--- src/ihu_pkg.sv ---
// ihu_pkg: register map, field positions, source tables and types for
// the interrupt handling unit. assumes an 8-bit register port and a core
// that marks the sample phase of each machine cycle with a one-cycle pulse.
// Operation
// sample requests each machine cycle, poll next
// serve only above active level, not final multicycle
// defer after return or enable/priority write
// core requests held one machine cycle only
// other requests latched until software clears
// single-source response within three to nine cycles
// ext edge flag cleared on vector; level follows pin
// timer overflow flags cleared on vectoring
// other flags cleared only by software
// software ends every handler with return
// one active flop per level, return clears it
// acknowledge sets level flop, calls without status
// nested call pushes address, stack plus two
// after return lower levels stay blocked
// type, rise, fall bits select pin mode
// edge mode sets flag on qualifying edge
// ext0 pin has rise and fall enables
// ext1 pin has rise and fall enables
// extra pins edge only, own enables
// software spaces interrupts when both edges enabled
// six groups, two-bit level from two registers
// equal level resolved by fixed scan order
// call to fixed vector per source
// edge from successive machine-cycle pin samples
package ihu_pkg;

  // register offsets
  localparam logic [7:0] ADDR_TMR_EXT_CTRL = 8'h88;
  localparam logic [7:0] ADDR_EDGE_SEL     = 8'had;
  localparam logic [7:0] ADDR_SRC_LOW      = 8'hc0;
  localparam logic [7:0] ADDR_SRC_HIGH     = 8'hc8;
  localparam logic [7:0] ADDR_PRIO_LOW     = 8'hb8;
  localparam logic [7:0] ADDR_PRIO_HIGH    = 8'hb9;
  localparam logic [7:0] ADDR_EN0          = 8'ha8;
  localparam logic [7:0] ADDR_EN1          = 8'ha9;
  localparam logic [7:0] ADDR_EN2          = 8'haa;
  localparam logic [7:0] ADDR_LVL_STATUS   = 8'hab;

  // reset values
  localparam logic [7:0] RST_TMR_EXT_CTRL = 8'h00;
  localparam logic [7:0] RST_EDGE_SEL     = 8'h05;
  localparam logic [7:0] RST_ZERO         = 8'h00;
  // idle pin levels: ext pins high, extra pins low
  localparam logic [3:0] PIN_IDLE         = 4'h3;

  // timer_and_ext_int_control fields
  localparam int TC_EXT0_TYPE = 0;
  localparam int TC_EXT0_FLAG = 1;
  localparam int TC_EXT1_TYPE = 2;
  localparam int TC_EXT1_FLAG = 3;
  localparam int TC_TMR0_RUN  = 4;
  localparam int TC_TMR0_OVF  = 5;
  localparam int TC_TMR1_RUN  = 6;
  localparam int TC_TMR1_OVF  = 7;

  // source_flags_high implemented bits and enable2 global bit
  localparam logic [7:0] SRC_HIGH_MASK = 8'hc3;
  localparam int         EN2_GLOBAL    = 7;

  localparam int NUM_SRC  = 17;
  localparam int NUM_GRP  = 6;
  localparam int NUM_LVL  = 4;
  localparam int NUM_PINS = 4;

  // scan order: group first, then column inside the group
  localparam logic [4:0] SRC_EXT0 = 5'h00;
  localparam logic [4:0] SRC_TMR0 = 5'h01;
  localparam logic [4:0] SRC_EXT1 = 5'h03;
  localparam logic [4:0] SRC_TMR1 = 5'h06;

  localparam logic [NUM_SRC-1:0][2:0] SRC_GROUP = {
    3'h5, 3'h5, 3'h5, 3'h5, 3'h4, 3'h4, 3'h4, 3'h4, 3'h3,
    3'h3, 3'h3, 3'h2, 3'h2, 3'h2, 3'h1, 3'h1, 3'h0};
  localparam logic [NUM_SRC-1:0][4:0] SRC_VIDX = {
    5'h19, 5'h13, 5'h0b, 5'h05, 5'h18, 5'h12, 5'h0a, 5'h04, 5'h11,
    5'h09, 5'h03, 5'h10, 5'h08, 5'h02, 5'h07, 5'h01, 5'h00};
  localparam logic [2:0] VEC_LOW_BITS  = 3'h3;
  localparam logic [1:0] PC_PUSH_BYTES = 2'h2;

  typedef enum logic [1:0] {
    ST_IDLE = 2'b01,
    ST_CALL = 2'b10
  } ihu_state_t;

  typedef struct packed {
    logic        req;
    logic [1:0]  level;
    logic [4:0]  src;
    logic [15:0] vector;
    logic [1:0]  sp_inc;
  } ihu_call_t;

endpackage

--- src/ihu_top.sv ---
// ihu_top: interrupt handling unit with pin edge logic, source flags,
// four-level priority nesting and vectored call request to the core.
// assumes core, peripherals and register port share SYS_CLK; pins async.
`timescale 1ns/100ps
`default_nettype none

module ihu_top #(
  parameter int SYNC_STAGES = 2
) (
  // clock and reset
  input  wire logic        SYS_CLK,
  input  wire logic        NRST,
  // register port
  input  wire logic [7:0]  ADDR,
  input  wire logic [7:0]  WR_DATA,
  input  wire logic        WR_EN,
  input  wire logic        RD_EN,
  output logic      [7:0]  RD_DATA,
  // core side
  input  wire logic        SAMPLE_PHASE,
  input  wire logic        CORE_FINAL_MC,
  input  wire logic        CORE_RETURN_FROM_INTERRUPT,
  input  wire logic        CALL_ACK,
  output logic             CALL_REQ,
  output logic      [15:0] CALL_VECTOR,
  output logic      [1:0]  CALL_SP_INC,
  output logic      [3:0]  LEVEL_ACTIVE,
  // peripherals
  input  wire logic [1:0]  TIMER_OVF,
  output logic      [1:0]  TIMER_RUN,
  input  wire logic        UART_REQ,
  input  wire logic [7:0]  PERIPH_EVT_LOW,
  input  wire logic [1:0]  PERIPH_EVT_HIGH,
  // pins
  input  wire logic        EXT0_PIN_N,
  input  wire logic        EXT1_PIN_N,
  input  wire logic        EXTRA0_PIN,
  input  wire logic        EXTRA1_PIN
);

  if (SYNC_STAGES < 2) begin : g_chk
    $error("SYNC_STAGES must be at least 2");
  end

  localparam int NS = ihu_pkg::NUM_SRC;

  logic [7:0]  timer_and_ext_int_control_q, timer_and_ext_int_control_d;
  logic [7:0]  edge_q;
  logic [7:0]  src_lo_q, src_lo_d;
  logic [7:0]  src_hi_q, src_hi_d;
  logic [7:0]  ip0_q, ip1_q;
  logic [7:0]  en0_q, en1_q, en2_q;
  logic [3:0]  act_q, act_d;
  logic        defer_q;
  logic [NS-1:0] sampled_q;
  logic [3:0]  pin_mc_q;
  logic [7:0]  rd_q;
  ihu_pkg::ihu_state_t st_q, st_d;
  ihu_pkg::ihu_call_t  call_q, call_d;

  // register decode
  wire wr_timer_and_ext_int_control = WR_EN && (ADDR == ihu_pkg::ADDR_TMR_EXT_CTRL);
  wire wr_edge = WR_EN && (ADDR == ihu_pkg::ADDR_EDGE_SEL);
  wire wr_slo  = WR_EN && (ADDR == ihu_pkg::ADDR_SRC_LOW);
  wire wr_shi  = WR_EN && (ADDR == ihu_pkg::ADDR_SRC_HIGH);
  wire wr_ip0  = WR_EN && (ADDR == ihu_pkg::ADDR_PRIO_LOW);
  wire wr_ip1  = WR_EN && (ADDR == ihu_pkg::ADDR_PRIO_HIGH);
  wire wr_en0  = WR_EN && (ADDR == ihu_pkg::ADDR_EN0);
  wire wr_en1  = WR_EN && (ADDR == ihu_pkg::ADDR_EN1);
  wire wr_en2  = WR_EN && (ADDR == ihu_pkg::ADDR_EN2);
  wire wr_enip = wr_ip0 || wr_ip1 || wr_en0 || wr_en1 || wr_en2;

  // pin sync and machine-cycle edge detection
  wire [3:0] pin_raw = {EXTRA1_PIN, EXTRA0_PIN, EXT1_PIN_N, EXT0_PIN_N};
  wire [1:0] ext_type = {timer_and_ext_int_control_q[ihu_pkg::TC_EXT1_TYPE],
                         timer_and_ext_int_control_q[ihu_pkg::TC_EXT0_TYPE]};
  logic [3:0] pin_s;
  logic [3:0] edge_hit;
  logic [1:0] lvl_hit;

  for (genvar p = 0; p < ihu_pkg::NUM_PINS; p++) begin : g_pin
    logic [SYNC_STAGES-1:0] sync_q;
    always_ff @(posedge SYS_CLK or negedge NRST) begin
      if (!NRST) begin
        sync_q <= {SYNC_STAGES{ihu_pkg::PIN_IDLE[p]}};
      end else begin
        sync_q <= {sync_q[SYNC_STAGES-2:0], pin_raw[p]};
      end
    end
    assign pin_s[p] = sync_q[SYNC_STAGES-1];
    wire rise_en = edge_q[2*p+1];
    wire fall_en = edge_q[2*p];
    wire rise = pin_s[p] && !pin_mc_q[p];
    wire fall = !pin_s[p] && pin_mc_q[p];

    assign edge_hit[p] = SAMPLE_PHASE && ((rise && rise_en) ||
                                          (fall && fall_en));
    if (p < 2) begin : g_lvl

      assign lvl_hit[p] = (fall_en && !rise_en && !pin_s[p]) ||
                          (rise_en && !fall_en && pin_s[p]);
    end
  end

  always_ff @(posedge SYS_CLK or negedge NRST) begin
    if (!NRST) begin
      pin_mc_q <= ihu_pkg::PIN_IDLE;
    end else if (SAMPLE_PHASE) begin
      pin_mc_q <= pin_s;
    end
  end

  // vector clear on acknowledge
  wire ack     = CALL_ACK && call_q.req;
  wire clr_ie0 = ack && (call_q.src == ihu_pkg::SRC_EXT0);
  wire clr_ie1 = ack && (call_q.src == ihu_pkg::SRC_EXT1);
  wire clr_tf0 = ack && (call_q.src == ihu_pkg::SRC_TMR0);
  wire clr_tf1 = ack && (call_q.src == ihu_pkg::SRC_TMR1);

  // flag next values; hardware set wins over any clear
  always_comb begin
    timer_and_ext_int_control_d = wr_timer_and_ext_int_control ? WR_DATA : timer_and_ext_int_control_q;

    if (ext_type[0]) begin
      timer_and_ext_int_control_d[ihu_pkg::TC_EXT0_FLAG] = edge_hit[0] ||
        ((wr_timer_and_ext_int_control ? WR_DATA[ihu_pkg::TC_EXT0_FLAG]
                  : timer_and_ext_int_control_q[ihu_pkg::TC_EXT0_FLAG]) && !clr_ie0);
    end else begin
      timer_and_ext_int_control_d[ihu_pkg::TC_EXT0_FLAG] = lvl_hit[0];
    end
    if (ext_type[1]) begin
      timer_and_ext_int_control_d[ihu_pkg::TC_EXT1_FLAG] = edge_hit[1] ||
        ((wr_timer_and_ext_int_control ? WR_DATA[ihu_pkg::TC_EXT1_FLAG]
                  : timer_and_ext_int_control_q[ihu_pkg::TC_EXT1_FLAG]) && !clr_ie1);
    end else begin
      timer_and_ext_int_control_d[ihu_pkg::TC_EXT1_FLAG] = lvl_hit[1];
    end

    timer_and_ext_int_control_d[ihu_pkg::TC_TMR0_OVF] = TIMER_OVF[0] ||
      ((wr_timer_and_ext_int_control ? WR_DATA[ihu_pkg::TC_TMR0_OVF]
                : timer_and_ext_int_control_q[ihu_pkg::TC_TMR0_OVF]) && !clr_tf0);
    timer_and_ext_int_control_d[ihu_pkg::TC_TMR1_OVF] = TIMER_OVF[1] ||
      ((wr_timer_and_ext_int_control ? WR_DATA[ihu_pkg::TC_TMR1_OVF]
                : timer_and_ext_int_control_q[ihu_pkg::TC_TMR1_OVF]) && !clr_tf1);
  end


  assign src_lo_d = PERIPH_EVT_LOW | (wr_slo ? WR_DATA : src_lo_q);
  assign src_hi_d = ihu_pkg::SRC_HIGH_MASK &
                    ({PERIPH_EVT_HIGH, 4'h0, edge_hit[3:2]} |
                     (wr_shi ? WR_DATA : src_hi_q));

  // request vector in scan order
  wire [NS-1:0] req_raw = {
    src_hi_q[6], src_lo_q[0], src_lo_q[3], src_lo_q[6], src_lo_q[7],
    src_lo_q[1], src_lo_q[4], UART_REQ, src_hi_q[7], src_hi_q[1],
    timer_and_ext_int_control_q[ihu_pkg::TC_TMR1_OVF], src_lo_q[2], src_lo_q[5],
    timer_and_ext_int_control_q[ihu_pkg::TC_EXT1_FLAG], src_hi_q[0],
    timer_and_ext_int_control_q[ihu_pkg::TC_TMR0_OVF], timer_and_ext_int_control_q[ihu_pkg::TC_EXT0_FLAG]};
  wire [23:0] en_all = {en2_q, en1_q, en0_q};

  // per-source level and eligibility
  logic [NS-1:0][1:0] src_lvl;
  logic [NS-1:0]      elig;
  for (genvar i = 0; i < NS; i++) begin : g_src
    localparam logic [2:0] G = ihu_pkg::SRC_GROUP[i];

    assign src_lvl[i] = {ip1_q[G], ip0_q[G]};

    assign elig[i] = sampled_q[i] && ((act_q >> src_lvl[i]) == 4'h0);
  end

  // winner: highest level, then lowest scan index
  logic       found;
  logic [4:0] win;
  logic [1:0] win_lvl;
  always_comb begin
    found   = 1'b0;
    win     = 5'h00;
    win_lvl = 2'h0;
    for (int l = ihu_pkg::NUM_LVL - 1; l >= 0; l--) begin
      for (int i = 0; i < NS; i++) begin

        if (!found && elig[i] && (src_lvl[i] == l[1:0])) begin
          found   = 1'b1;
          win     = i[4:0];
          win_lvl = l[1:0];
        end
      end
    end
  end


  wire issue = SAMPLE_PHASE && (st_q == ihu_pkg::ST_IDLE) && found &&
               en2_q[ihu_pkg::EN2_GLOBAL] && !defer_q &&
               !CORE_FINAL_MC && !CORE_RETURN_FROM_INTERRUPT;
  wire [3:0] top_oh = act_q[3] ? 4'h8 : act_q[2] ? 4'h4 :
                      act_q[1] ? 4'h2 : act_q[0] ? 4'h1 : 4'h0;

  always_comb begin
    st_d   = st_q;
    call_d = call_q;
    act_d  = act_q;
    case (st_q)
      ihu_pkg::ST_IDLE: begin
        if (issue) begin
          st_d          = ihu_pkg::ST_CALL;
          call_d.req    = 1'b1;
          call_d.level  = win_lvl;
          call_d.src    = win;

          call_d.vector = {8'h00, ihu_pkg::SRC_VIDX[win],
                           ihu_pkg::VEC_LOW_BITS};

          call_d.sp_inc = ihu_pkg::PC_PUSH_BYTES;
          act_d         = act_q | (4'h1 << win_lvl);
        end
      end
      ihu_pkg::ST_CALL: begin
        if (CALL_ACK) begin
          st_d       = ihu_pkg::ST_IDLE;
          call_d.req = 1'b0;
        end
      end
      default: begin
        st_d   = ihu_pkg::ST_IDLE;
        call_d = '0;
      end
    endcase

    if (CORE_RETURN_FROM_INTERRUPT && !issue) begin
      act_d = act_d & ~top_oh;
    end
  end

  // read selection
  wire [7:0] rd_mux =
    (ADDR == ihu_pkg::ADDR_TMR_EXT_CTRL) ? timer_and_ext_int_control_q   :
    (ADDR == ihu_pkg::ADDR_EDGE_SEL)     ? edge_q   :
    (ADDR == ihu_pkg::ADDR_SRC_LOW)      ? src_lo_q :
    (ADDR == ihu_pkg::ADDR_SRC_HIGH)     ? src_hi_q :
    (ADDR == ihu_pkg::ADDR_PRIO_LOW)     ? {2'h0, ip0_q[5:0]} :
    (ADDR == ihu_pkg::ADDR_PRIO_HIGH)    ? {2'h0, ip1_q[5:0]} :
    (ADDR == ihu_pkg::ADDR_EN0)          ? en0_q    :
    (ADDR == ihu_pkg::ADDR_EN1)          ? en1_q    :
    (ADDR == ihu_pkg::ADDR_EN2)          ? en2_q    :
    (ADDR == ihu_pkg::ADDR_LVL_STATUS)   ? {4'h0, act_q} : 8'h00;

  always_ff @(posedge SYS_CLK or negedge NRST) begin
    if (!NRST) begin
      timer_and_ext_int_control_q   <= ihu_pkg::RST_TMR_EXT_CTRL;
      src_lo_q <= ihu_pkg::RST_ZERO;
      src_hi_q <= ihu_pkg::RST_ZERO;
      rd_q     <= ihu_pkg::RST_ZERO;
    end else begin
      timer_and_ext_int_control_q   <= timer_and_ext_int_control_d;
      src_lo_q <= src_lo_d;
      src_hi_q <= src_hi_d;
      rd_q     <= RD_EN ? rd_mux : 8'h00;
    end
  end

  always_ff @(posedge SYS_CLK or negedge NRST) begin
    if (!NRST) begin
      edge_q <= ihu_pkg::RST_EDGE_SEL;
      ip0_q  <= ihu_pkg::RST_ZERO;
      ip1_q  <= ihu_pkg::RST_ZERO;
      en0_q  <= ihu_pkg::RST_ZERO;
      en1_q  <= ihu_pkg::RST_ZERO;
      en2_q  <= ihu_pkg::RST_ZERO;
    end else begin
      if (wr_edge) edge_q <= WR_DATA;
      if (wr_ip0)  ip0_q  <= {2'h0, WR_DATA[5:0]};
      if (wr_ip1)  ip1_q  <= {2'h0, WR_DATA[5:0]};
      if (wr_en0)  en0_q  <= WR_DATA;
      if (wr_en1)  en1_q  <= WR_DATA;
      if (wr_en2)  en2_q  <= WR_DATA;
    end
  end

  // sampled set lives one machine cycle only
  always_ff @(posedge SYS_CLK or negedge NRST) begin
    if (!NRST) begin
      sampled_q <= '0;
      defer_q   <= 1'b0;
    end else begin
      if (SAMPLE_PHASE) sampled_q <= req_raw & en_all[NS-1:0];
      defer_q <= CORE_RETURN_FROM_INTERRUPT || wr_enip || (defer_q && !SAMPLE_PHASE);
    end
  end

  always_ff @(posedge SYS_CLK or negedge NRST) begin
    if (!NRST) begin
      st_q   <= ihu_pkg::ST_IDLE;
      call_q <= '0;
      act_q  <= 4'h0;
    end else begin
      st_q   <= st_d;
      call_q <= call_d;
      act_q  <= act_d;
    end
  end

  assign RD_DATA      = rd_q;
  assign CALL_REQ     = call_q.req;
  assign CALL_VECTOR  = call_q.vector;
  assign CALL_SP_INC  = call_q.sp_inc;
  assign LEVEL_ACTIVE = act_q;
  assign TIMER_RUN    = {timer_and_ext_int_control_q[ihu_pkg::TC_TMR1_RUN],
                         timer_and_ext_int_control_q[ihu_pkg::TC_TMR0_RUN]};
endmodule

`default_nettype wire

--- config.mk ---
export PLATFORM = sky130hd
export DESIGN_NAME = ihu_top
export DESIGN_NICKNAME = d
export VERILOG_FILES = /design/src/ihu_pkg.sv /design/src/ihu_top.sv
export SDC_FILE = /design/constraint.sdc
export NUM_CORES = 1
export LEC_CHECK = 0
export ABC_AREA = 1
export BUFFER_PORTS_ARGS = -buffer_cell sky130_fd_sc_hd__buf_2
export CORE_ASPECT_RATIO = 1.75
export CORE_UTILIZATION = 25
export DETAILED_ROUTE_END_ITERATION = 16
export GPL_TIMING_DRIVEN = 1
export MAX_ROUTING_LAYER = met4
export SLEW_MARGIN = 30
export SYNTH_ARGS = -nofsm -noshare
export SYNTH_HDL_FRONTEND = slang
export SYNTH_SLANG_ARGS = --single-unit
--- constraint.sdc ---
create_clock -name SYS_CLK -period 13.2 [get_ports SYS_CLK]
set_clock_uncertainty 0.05 [all_clocks]
set_input_delay 2.64 -clock SYS_CLK [delete_from_list [all_inputs] [get_ports SYS_CLK]]
set_output_delay 2.64 -clock SYS_CLK [all_outputs]
set_load 0.02 [all_outputs]
==> flow_summary.json, run 1 <==
{
  "grt_pass1_wl_um": 42500,
  "synth_warnings": 0,
  "clkPwrFrac_pct": 42.1,
  "arrival_ns": 9.00,
  "reg2reg_from": "LEVEL_ACTIVE[0]",
  "drcViolationCount": 0,
  "syn2layout_area_growth_pct": 18.2,
  "synth_cells": 974,
  "hold_depth": 0,
  "synth.top_cell.area_share_pct": 38.0,
  "end_kind": "register",
  "rows": 82,
  "gp_congestion": 0.968,
  "slew_violations": 0,
  "synth_top_cells_by_area": "dfrtp_1, nand2_1, inv_1",
  "grt_overflow_total": 0,
  "drt_first_pass_iters": 5,
  "hp-start": "g_pin[3].sync_q[0]",
  "grt_max_degree": 47,
  "crit_type": "register to register",
  "synthArstFlopShare_pct": 100,
  "ff2ff_setup_slack_ns": 4.48,
  "rsz0062_at_grt": "no",
  "cts_tree": "built",
  "final_nets": 1082,
  "hold_buffers": 0,
  "viasPerCell": 5.06,
  "antenna_found_initial": 0,
  "power_frac_comb_pct": 24.9,
  "worstHoldPathType": "register to register",
  "numCtsBuffers": 17,
  "switching_share_pct": 33.7,
  "yosysUniqueCellTypes": 50,
  "max_stage_delay_ns": 0.55,
  "place_hpwl_um": 22900,
  "holdWs_ns": 0.296,
  "routedWlPerCell_um": 19.9,
  "place_area_sq_um": 7930,
  "fp.dieH_um": 227,
  "drv_cap": 0,
  "worstMarginPinSlew_ns": 0.913,
  "die-area_sq_um": 29700,
  "ioPinCount": 74,
  "ys_ff_latch": 119,
  "slew_headroom_pct": 38.3,
  "p_seq_share_pct": 33.0,
  "setup_viol": 0,
  "final-instance-count-excl-fill": 1428,
  "initial_core_util_pct": 25.4,
  "syn_avg_cell_area_sq_um": 7.44,
  "synth-edff-count": 0,
  "htree_levels": 4,
  "p_int_w": 0.000792,
  "max_freq_mhz": 115,
  "wl_um": 28500,
  "port_buffers": 63,
  "cts_setup_buffers": 0,
  "stdcell_area_sq_um": 8570,
  "r2r-end": "CALL_VECTOR[6]",
  "final_cell_mix": "nand2_1, inv_1, dfrtp_1, o21ai_0, nor2_1",
  "track_usage_pct": 20.7,
  "switchingPower_w": 0.000403,
  "final_hold_viol_count": 0,
  "p_per_area_nw_per_um2": 139,
  "clock-root-buffer": "clkbuf_16",
  "final_common_cell": "nand2_1",
  "grt_pass1_vias": 7196,
  "ant_nets": 0,
  "diodes": 0,
  "path_clk_slew_ns": 0.07,
  "vdd_drop_max_mv": 0.0990,
  "cpMostUsedCell": "nand2_1",
  "netlist_area_sq_um": 7250,
  "ctsResizeCount": 0,
  "cp.required_ns": 13.48,
  "drt_iter0_markers": 512,
  "vias": 7222,
  "drive_gt1_share_pct": 16.0,
  "finalSetupTns_ns": 0,
  "yosys.area.top_type": "dfrtp_1",
  "clk-insertion-delay-late_ns": 0.44,
  "clockBufferDepth": 2,
  "crit_path_top_delay_cell": "nor2_1",
  "period_share_pct": 66.1,
  "placed_cells": 1396,
  "p_leak_nw": 4.05,
  "synth_ff_type": "dfrtp_1",
  "fin_crit_ns": 8.72,
  "cp_max_fo": 8,
  "critPathLaunchType": "register",
  "rr_worst_depth": 54,
  "die_w_um": 131,
  "seq_area_frac_synth_pct": 41.2,
  "status": "completed",
  "clock_sinks": 119,
  "fp.coreArea_sq_um": 28500,
  "holdPathEnd": "g_pin[3].sync_q[1]"
}
[critical path, delay by kind of cell (launching register included)]
kind,cells,cell delay [ns]
buf+inv,5,0.31
simple gates,36,5.53
compound gates,12,1.84
fa+ha+maj,1,0.30
flops,1,0.51
[how the worst max path moves through the flow]
stage	start	to	slack (ns)	depth (start not counted)
floorplan	LEVEL_ACTIVE[3]	CALL_VECTOR[6]	6.54	54
global placement	LEVEL_ACTIVE[0]	CALL_VECTOR[6]	4.64	56
detailed placement	LEVEL_ACTIVE[0]	CALL_VECTOR[6]	4.64	54
CTS	LEVEL_ACTIVE[0]	CALL_VECTOR[6]	4.59	54
global route	LEVEL_ACTIVE[3]	CALL_VECTOR[6]	3.66	56
finish	LEVEL_ACTIVE[0]	CALL_VECTOR[6]	4.48	54
[layer usage]
layer	routed length, um	vias up	share of wire (%)	track usage, %
li1	-	3404	-	-
met1	9660	3452	34	18.6
met2	14900	249	52	36.3
met3	971	117	3.4	3.03
met4	2910	0	10	19.9
met5	0	-	0	-
[power groups by stage]
stage               Sequential (W)  Clock (W)  Combinational, W
floorplan                 0.000397          0          0.000201
global placement          0.000400          0          0.000294
detailed placement        0.000401          0          0.000293
CTS                       0.000394   0.000509          0.000294
global route              0.000397   0.000525          0.000328
finish                    0.000395   0.000503          0.000297
[area by class of cell]
| class | count | area [sq um] |
|---|---|---|
| Clock buffer | 18 | 439 |
| Clock inverter | 14 | 198 |
| Fill cell | 3205 | 20000 |
| Inverter | 161 | 604 |
| Multi-Input combinational cell | 666 | 3470 |
| Sequential cell | 119 | 2990 |
| Tap cell | 378 | 473 |
| Timing Repair Buffer | 72 | 398 |
[Yosys cell counts, types with 3 or more instances]
library cell,number
nand2_1,184
inv_1,146
dfrtp_1,110
o21ai_0,104
nor2_1,83
nand3_1,60
nand4_1,36
a21oi_1,34
nor3_1,22
buf_4,20
clkbuf_1,15
inv_2,14
o2111ai_1,14
o211ai_1,12
nor4_1,11
o21ai_1,10
dfstp_2,9
a21oi_2,8
nand3_2,8
nor2_2,6
o221ai_1,6
a31oi_1,5
nor2_4,5
a221oi_1,4
ha_1,4
o21ai_2,4
o21bai_1,4
a2111oi_0,3
and3_1,3
nand4_2,3
o31ai_1,3
[cell families (layout without fill, tap and decap cells)]
| logic type | after synthesis | after routing | synth area share (%) |
|---|---|---|---|
| and+or+nand+nor | 426 | 426 | 27.4 |
| DFF | 119 | 119 | 41.2 |
| other | 1 | 10 | 0.0517 |
| muxes | 2 | 2 | 0.311 |
| buffers and inverters | 198 | 265 | 11.4 |
| adders and majority gates | 4 | 4 | 0.691 |
| AOI/OAI and AO/OA | 224 | 224 | 18.9 |
[stage by stage]
step	total power [W]	worst slack [ns]	util (%)
after global routing	0.00125	3.66	30.0
after detailed placement	0.000694	4.64	27.8
after CTS	0.00120	4.59	30.0
after global placement	0.000694	4.64	27.7
final	0.00119	4.48	30.0
after floorplan	0.000598	6.54	-
[sequential cells by signal, summed over array words and instances (netlist names)]
name                         flops
LEVEL_ACTIVE                     4
call_q                           5
edge_q                           8
timer_and_ext_int_control_q      8
st_q                             2
src_hi_q                         4
CALL_VECTOR                      6
pin_mc_q                         4
en1_q                            8
ip0_q                            6
ip1_q                            6
src_lo_q                         8
sampled_q                       17
RD_DATA                          8
defer_q                          1
en2_q                            8
g_pin.sync_q                     8
en0_q                            8
No activity file was read; power rests on OpenSTA's default activity.
==> run 2: changes to the inputs <==
Clock period 13.2 ns to 8.24 ns, I/O delays scaled along.
==> run 2 against run 1 <==
  * Sequential cell count did not move
  * Via count grew 0.53%
  * Worst setup slack got worse by 3.8 ns
  * Count of clock-buffer cells in the layout rose by 1
  * Final area grew 3.4%
  * Power is 59% higher
  * Core utilization increased by 1.0 points
  * Critical path depth stayed put
  * First-iteration DRC count shrank 11%
  * Die area is the same
==> flow_summary.json, run 2 (synthesis results as in run 1) <==
{
  "status": "completed",
  "htree_levels": 4,
  "viasPerCell": 4.95,
  "fin_crit_ns": 7.57,
  "rows": 82,
  "syn2layout_area_growth_pct": 22.3,
  "die_w_um": 131,
  "slew_headroom_pct": 42.1,
  "ant_nets": 0,
  "drcViolationCount": 0,
  "path_clk_slew_ns": 0.06,
  "port_buffers": 63,
  "max_stage_delay_ns": 0.43,
  "crit_path_top_delay_cell": "dfrtp_1",
  "routedWlPerCell_um": 19.3,
  "final_util_pct": 31.1,
  "end_kind": "register",
  "gp_congestion": 0.947,
  "cp.required_ns": 8.50,
  "grt_pass1_vias": 7348,
  "drt_iter0_markers": 457,
  "vdd_drop_max_mv": 0.157,
  "grt_overflow_total": 0,
  "r2r-end": "CALL_VECTOR[3]",
  "p_leak_nw": 4.20,
  "initial_core_util_pct": 25.4,
  "rr_worst_depth": 54,
  "slew_violations": 0,
  "worstHoldPathType": "register to register",
  "largest_register_ff_count": 17,
  "worstMarginPinSlew_ns": 0.865,
  "diodes": 0,
  "cp_max_fo": 5,
  "hp-start": "g_pin[3].sync_q[0]",
  "place_area_sq_um": 8180,
  "cpMostUsedCell": "nand2_1",
  "ioPinCount": 74,
  "grt_pass1_wl_um": 42900,
  "drt_first_pass_iters": 6,
  "critPathLaunchType": "register",
  "multi_input_area_sq_um": 3530,
  "holdPathEnd": "g_pin[3].sync_q[1]",
  "clock_sinks": 119,
  "fillers": 3162,
  "stdcell_area_sq_um": 8860,
  "final_hold_viol_count": 0,
  "layout_setup_ws_ns": 0.672,
  "arrival_ns": 7.83,
  "drive_gt1_share_pct": 20.8,
  "hold_buffers": 0,
  "wl_um": 28300,
  "vias": 7260,
  "cts_tree": "built",
  "regMostFlops": "sampled_q",
  "max_freq_mhz": 132,
  "clk-insertion-delay-late_ns": 0.43,
  "ff_latch_area_sq_um": 3000,
  "numCtsBuffers": 17,
  "final_cell_mix": "nand2_1, inv_1, dfrtp_1, o21ai_0, nor2_1",
  "fp.coreArea_sq_um": 28500,
  "antenna_found_initial": 0,
  "hold_depth": 0,
  "clock-root-buffer": "clkbuf_16",
  "grt_max_degree": 63,
  "drv_cap": 0,
  "die-area_sq_um": 29700,
  "final_nets": 1122,
  "setup_viol": 0,
  "period_share_pct": 91.8,
  "clockBufferDepth": 2,
  "final_common_cell": "nand2_1",
  "place_hpwl_um": 22800,
  "crit_type": "register to register",
  "p_per_area_nw_per_um2": 214,
  "track_usage_pct": 20.7,
  "fp.dieH_um": 227,
  "pre_cts_slack_ns": 0.296,
  "reg2reg_from": "ip0_q[3]",
  "ff2ff_setup_slack_ns": 0.67
}
==> run 2: cell count changes in the layout (fill, tap and decap cells not counted), sizes merged <==
cell      before  now
inv          163  160
clkinv         6    8
clkbuf        18   19
buf           72  112
clkinvlp       2    4
bufinv         4    2
==> run 2: worst max path at each step <==
stage / from / end / slack, ns / cells past startpoint
2_1_floorplan: LEVEL_ACTIVE[3] / CALL_VECTOR[6] / 1.58 / 54
3_3_place_gp: LEVEL_ACTIVE[3] / CALL_VECTOR[3] / 0.30 / 53
3_5_place_dp: LEVEL_ACTIVE[3] / CALL_VECTOR[3] / 0.30 / 53
4_1_cts: LEVEL_ACTIVE[3] / CALL_VECTOR[3] / 0.24 / 53
5_1_grt: LEVEL_ACTIVE[3] / CALL_VECTOR[6] / -0.07 / 60
6_report: ip0_q[3] / CALL_VECTOR[3] / 0.67 / 54
==> run 2: power breakdown <==
group,switching (W),leakage (nW),internal (W)
sequential,0.0000218,1.47,0.000611
combinational,0.000347,2.46,0.000198
clock,0.000273,0.275,0.000449
total,0.000642,4.20,0.00126
==> run 2: per-layer routing <==
layer  global-route usage (%)  part of all wire (%)  vias to the layer above
met5                        -                     0                        -
met4                     17.6                   9.0                        0
met3                     2.73                   3.0                      102
met2                     36.4                    53                      228
met1                     19.8                    35                     3445
li1                         -                     -                     3485
==> run 2: layout make-up <==
type,count,share of cell area [%]
Clock buffer,19,5.00
Clock inverter,13,1.50
Inverter,161,6.82
Multi-Input combinational cell,666,39.8
Sequential cell,119,33.8
Tap cell,378,5.34
Timing Repair Buffer,112,7.73
==> run 2: worst max-delay path, delay by kind of cell, from the launching register on <==
family,cells,cell delay [ns]
fa+ha+maj,1,0.28
simple gates,32,3.72
flops,1,0.43
compound gates,15,2.27
buf+inv,6,0.70
==> run 2: what timing repair did <==
item | CTS | global route
endpoints found under the setup margin | 0 | 16
endpoints found under the hold margin | 0 | 0
setup buffers | 0 | 5
resized for setup | 0 | 22
==> run 2: stage by stage <==
| step | instances | power, W | hold slack, ns | TNS [ns] |
|---|---|---|---|---|
| after floorplan | 983 | 0.000957 | 0.281 | 0 |
| after CTS | 1463 | 0.00190 | 0.296 | 0 |
| after detailed placement | 1431 | 0.00117 | 0.285 | 0 |
| after global placement | 1431 | 0.00117 | 0.285 | 0 |
| after global routing | 1468 | 0.00199 | 0.308 | -0.206 |
| final | 1468 | 0.00190 | 0.295 | 0 |
==> run 3: changes to the inputs <==
Settings changed: CELL_PAD_IN_SITES_DETAIL_PLACEMENT set to 0, CELL_PAD_IN_SITES_GLOBAL_PLACEMENT set to 1, CTS_CLUSTER_DIAMETER set to 120, PLACE_DENSITY_LB_ADDON set to 0.1.
==> run 3 against run 2 <==
  * Final area increased by 0.42%
  * Sequential cell count unchanged
  * Worst setup slack better by 0.11 ns
  * Sequential share of layout area is 0.16 points lower
  * Global-route usage up 2.5 points
  * Non-clock buffer count fell by 1
  * Critical path type unchanged
  * Largest cell class unchanged
  * Highest routed layer unchanged
==> flow_summary.json, run 3 (synthesis results as in run 1) <==
{
  "fp.dieH_um": 227,
  "final_common_cell": "nand2_1",
  "vdd_drop_max_mv": 0.135,
  "ioPinCount": 74,
  "critPathLaunchType": "register",
  "initial_core_util_pct": 25.4,
  "setup_viol": 0,
  "fin_crit_ns": 7.46,
  "track_usage_pct": 23.2,
  "final-instance-count-excl-fill": 1467,
  "antenna_found_initial": 0,
  "gp_congestion": 0.924,
  "drt_first_pass_iters": 5,
  "drt_iter0_markers": 457,
  "end_kind": "register",
  "ff2ff_setup_slack_ns": 0.78,
  "final_hold_viol_count": 0,
  "switching_share_pct": 32.3,
  "vias": 7099,
  "ff_latch_area_sq_um": 2990,
  "grt_pass1_wl_um": 47000,
  "worstHoldPathType": "register to register",
  "p_seq_share_pct": 32.0,
  "die_w_um": 131,
  "port_buffers": 63,
  "ant_nets": 0,
  "clkPwrFrac_pct": 40.7,
  "p_per_area_nw_per_um2": 223,
  "finalSetupTns_ns": 0,
  "p_int_w": 0.00134,
  "max_freq_mhz": 134,
  "clockBufferDepth": 2,
  "cts_tree": "built",
  "rows": 82,
  "cp_max_fo": 5,
  "clk-insertion-delay-late_ns": 0.44,
  "switchingPower_w": 0.000640,
  "layout_setup_ws_ns": 0.781,
  "period_share_pct": 90.5,
  "regMostFlops": "sampled_q",
  "holdWs_ns": 0.296,
  "syn2layout_area_growth_pct": 22.8,
  "viasPerCell": 4.84,
  "power_frac_comb_pct": 27.3,
  "multi_input_area_sq_um": 3520,
  "status": "completed",
  "worstMarginPinSlew_ns": 0.926,
  "die-area_sq_um": 29700,
  "drive_gt1_share_pct": 19.9,
  "fp.coreArea_sq_um": 28500,
  "diodes": 0,
  "clock-root-buffer": "clkbuf_16",
  "pre_cts_slack_ns": 0.605,
  "path_clk_slew_ns": 0.06,
  "wl_um": 31200,
  "fillers": 3213,
  "crit_path_top_delay_cell": "dfrtp_1",
  "hold_buffers": 0,
  "slew_violations": 0,
  "drcViolationCount": 0,
  "p_leak_nw": 4.23,
  "cp.required_ns": 8.51,
  "drv_cap": 0,
  "final_nets": 1121,
  "max_stage_delay_ns": 0.45,
  "grt_overflow_total": 0,
  "grt_max_degree": 67,
  "clock_sinks": 119,
  "placed_cells": 1423,
  "largest_register_ff_count": 17,
  "slew_headroom_pct": 38.0,
  "place_hpwl_um": 25100,
  "arrival_ns": 7.73,
  "fin_total_pwr_w": 0.00198,
  "htree_levels": 4,
  "crit_type": "register to register",
  "final_cell_mix": "nand2_1, inv_1, dfrtp_1, o21ai_0, nor2_1",
  "numCtsBuffers": 17,
  "grt_pass1_vias": 7411,
  "routedWlPerCell_um": 21.3
}
run 3: through the flow:
stage	area, sq um	util (%)
2_1_floorplan	7280	-
3_3_place_gp	8130	28.5
3_5_place_dp	8130	28.5
4_1_cts	8750	30.7
5_1_grt	8900	31.2
6_report	8900	31.2
run 3: power groups by stage:
stage	clock [W]	sequential, W	combinational [W]
6_report	0.000806	0.000635	0.000542
5_1_grt	0.000852	0.000638	0.000604
4_1_cts	0.000830	0.000635	0.000524
3_5_place_dp	0	0.000645	0.000521
3_3_place_gp	0	0.000645	0.000531
2_1_floorplan	0	0.000636	0.000322
run 3: cell type report:
type | instances | share of cell area (%)
Clock buffer | 22 | 4.99
Multi-Input combinational cell | 666 | 39.6
Inverter | 161 | 6.79
Sequential cell | 119 | 33.6
Timing Repair Buffer | 111 | 7.70
Tap cell | 378 | 5.31
Clock inverter | 10 | 2.00
run 3: path summary, 6_finish.rpt:
kind                       cells past startpoint            endpoint                from
max reg2reg                                   51      CALL_VECTOR[3]            ip0_q[3]
max in group asynchronous                      2         src_hi_q[7]                NRST
min in group asynchronous                      1          RD_DATA[2]                NRST
min reg2reg                                    0  g_pin[3].sync_q[1]  g_pin[3].sync_q[0]
min                                            0  g_pin[3].sync_q[1]  g_pin[3].sync_q[0]
max                                           51      CALL_VECTOR[3]            ip0_q[3]
run 3: timing repair:
action                                  4_1_cts  5_1_grt
hold endpoints to repair                      0        0
resized for setup                             0       17
endpoints found under the setup margin        0       12
setup buffers                                 0       12
run 3: per-layer routing:
metal | wire (um) | global-route usage [%]
met1 | 11200 | 22.2
met2 | 17700 | 44.0
met3 | 701 | 2.94
met4 | 1590 | 12.3
met5 | 0 | -
run 3: worst max-delay path, delay by kind of cell (launching register included):
family          cells  cell delay, ns
fa+ha+maj           1            0.30
buf+inv             4            0.44
flops               1            0.45
compound gates     11            1.79
simple gates       35            4.29
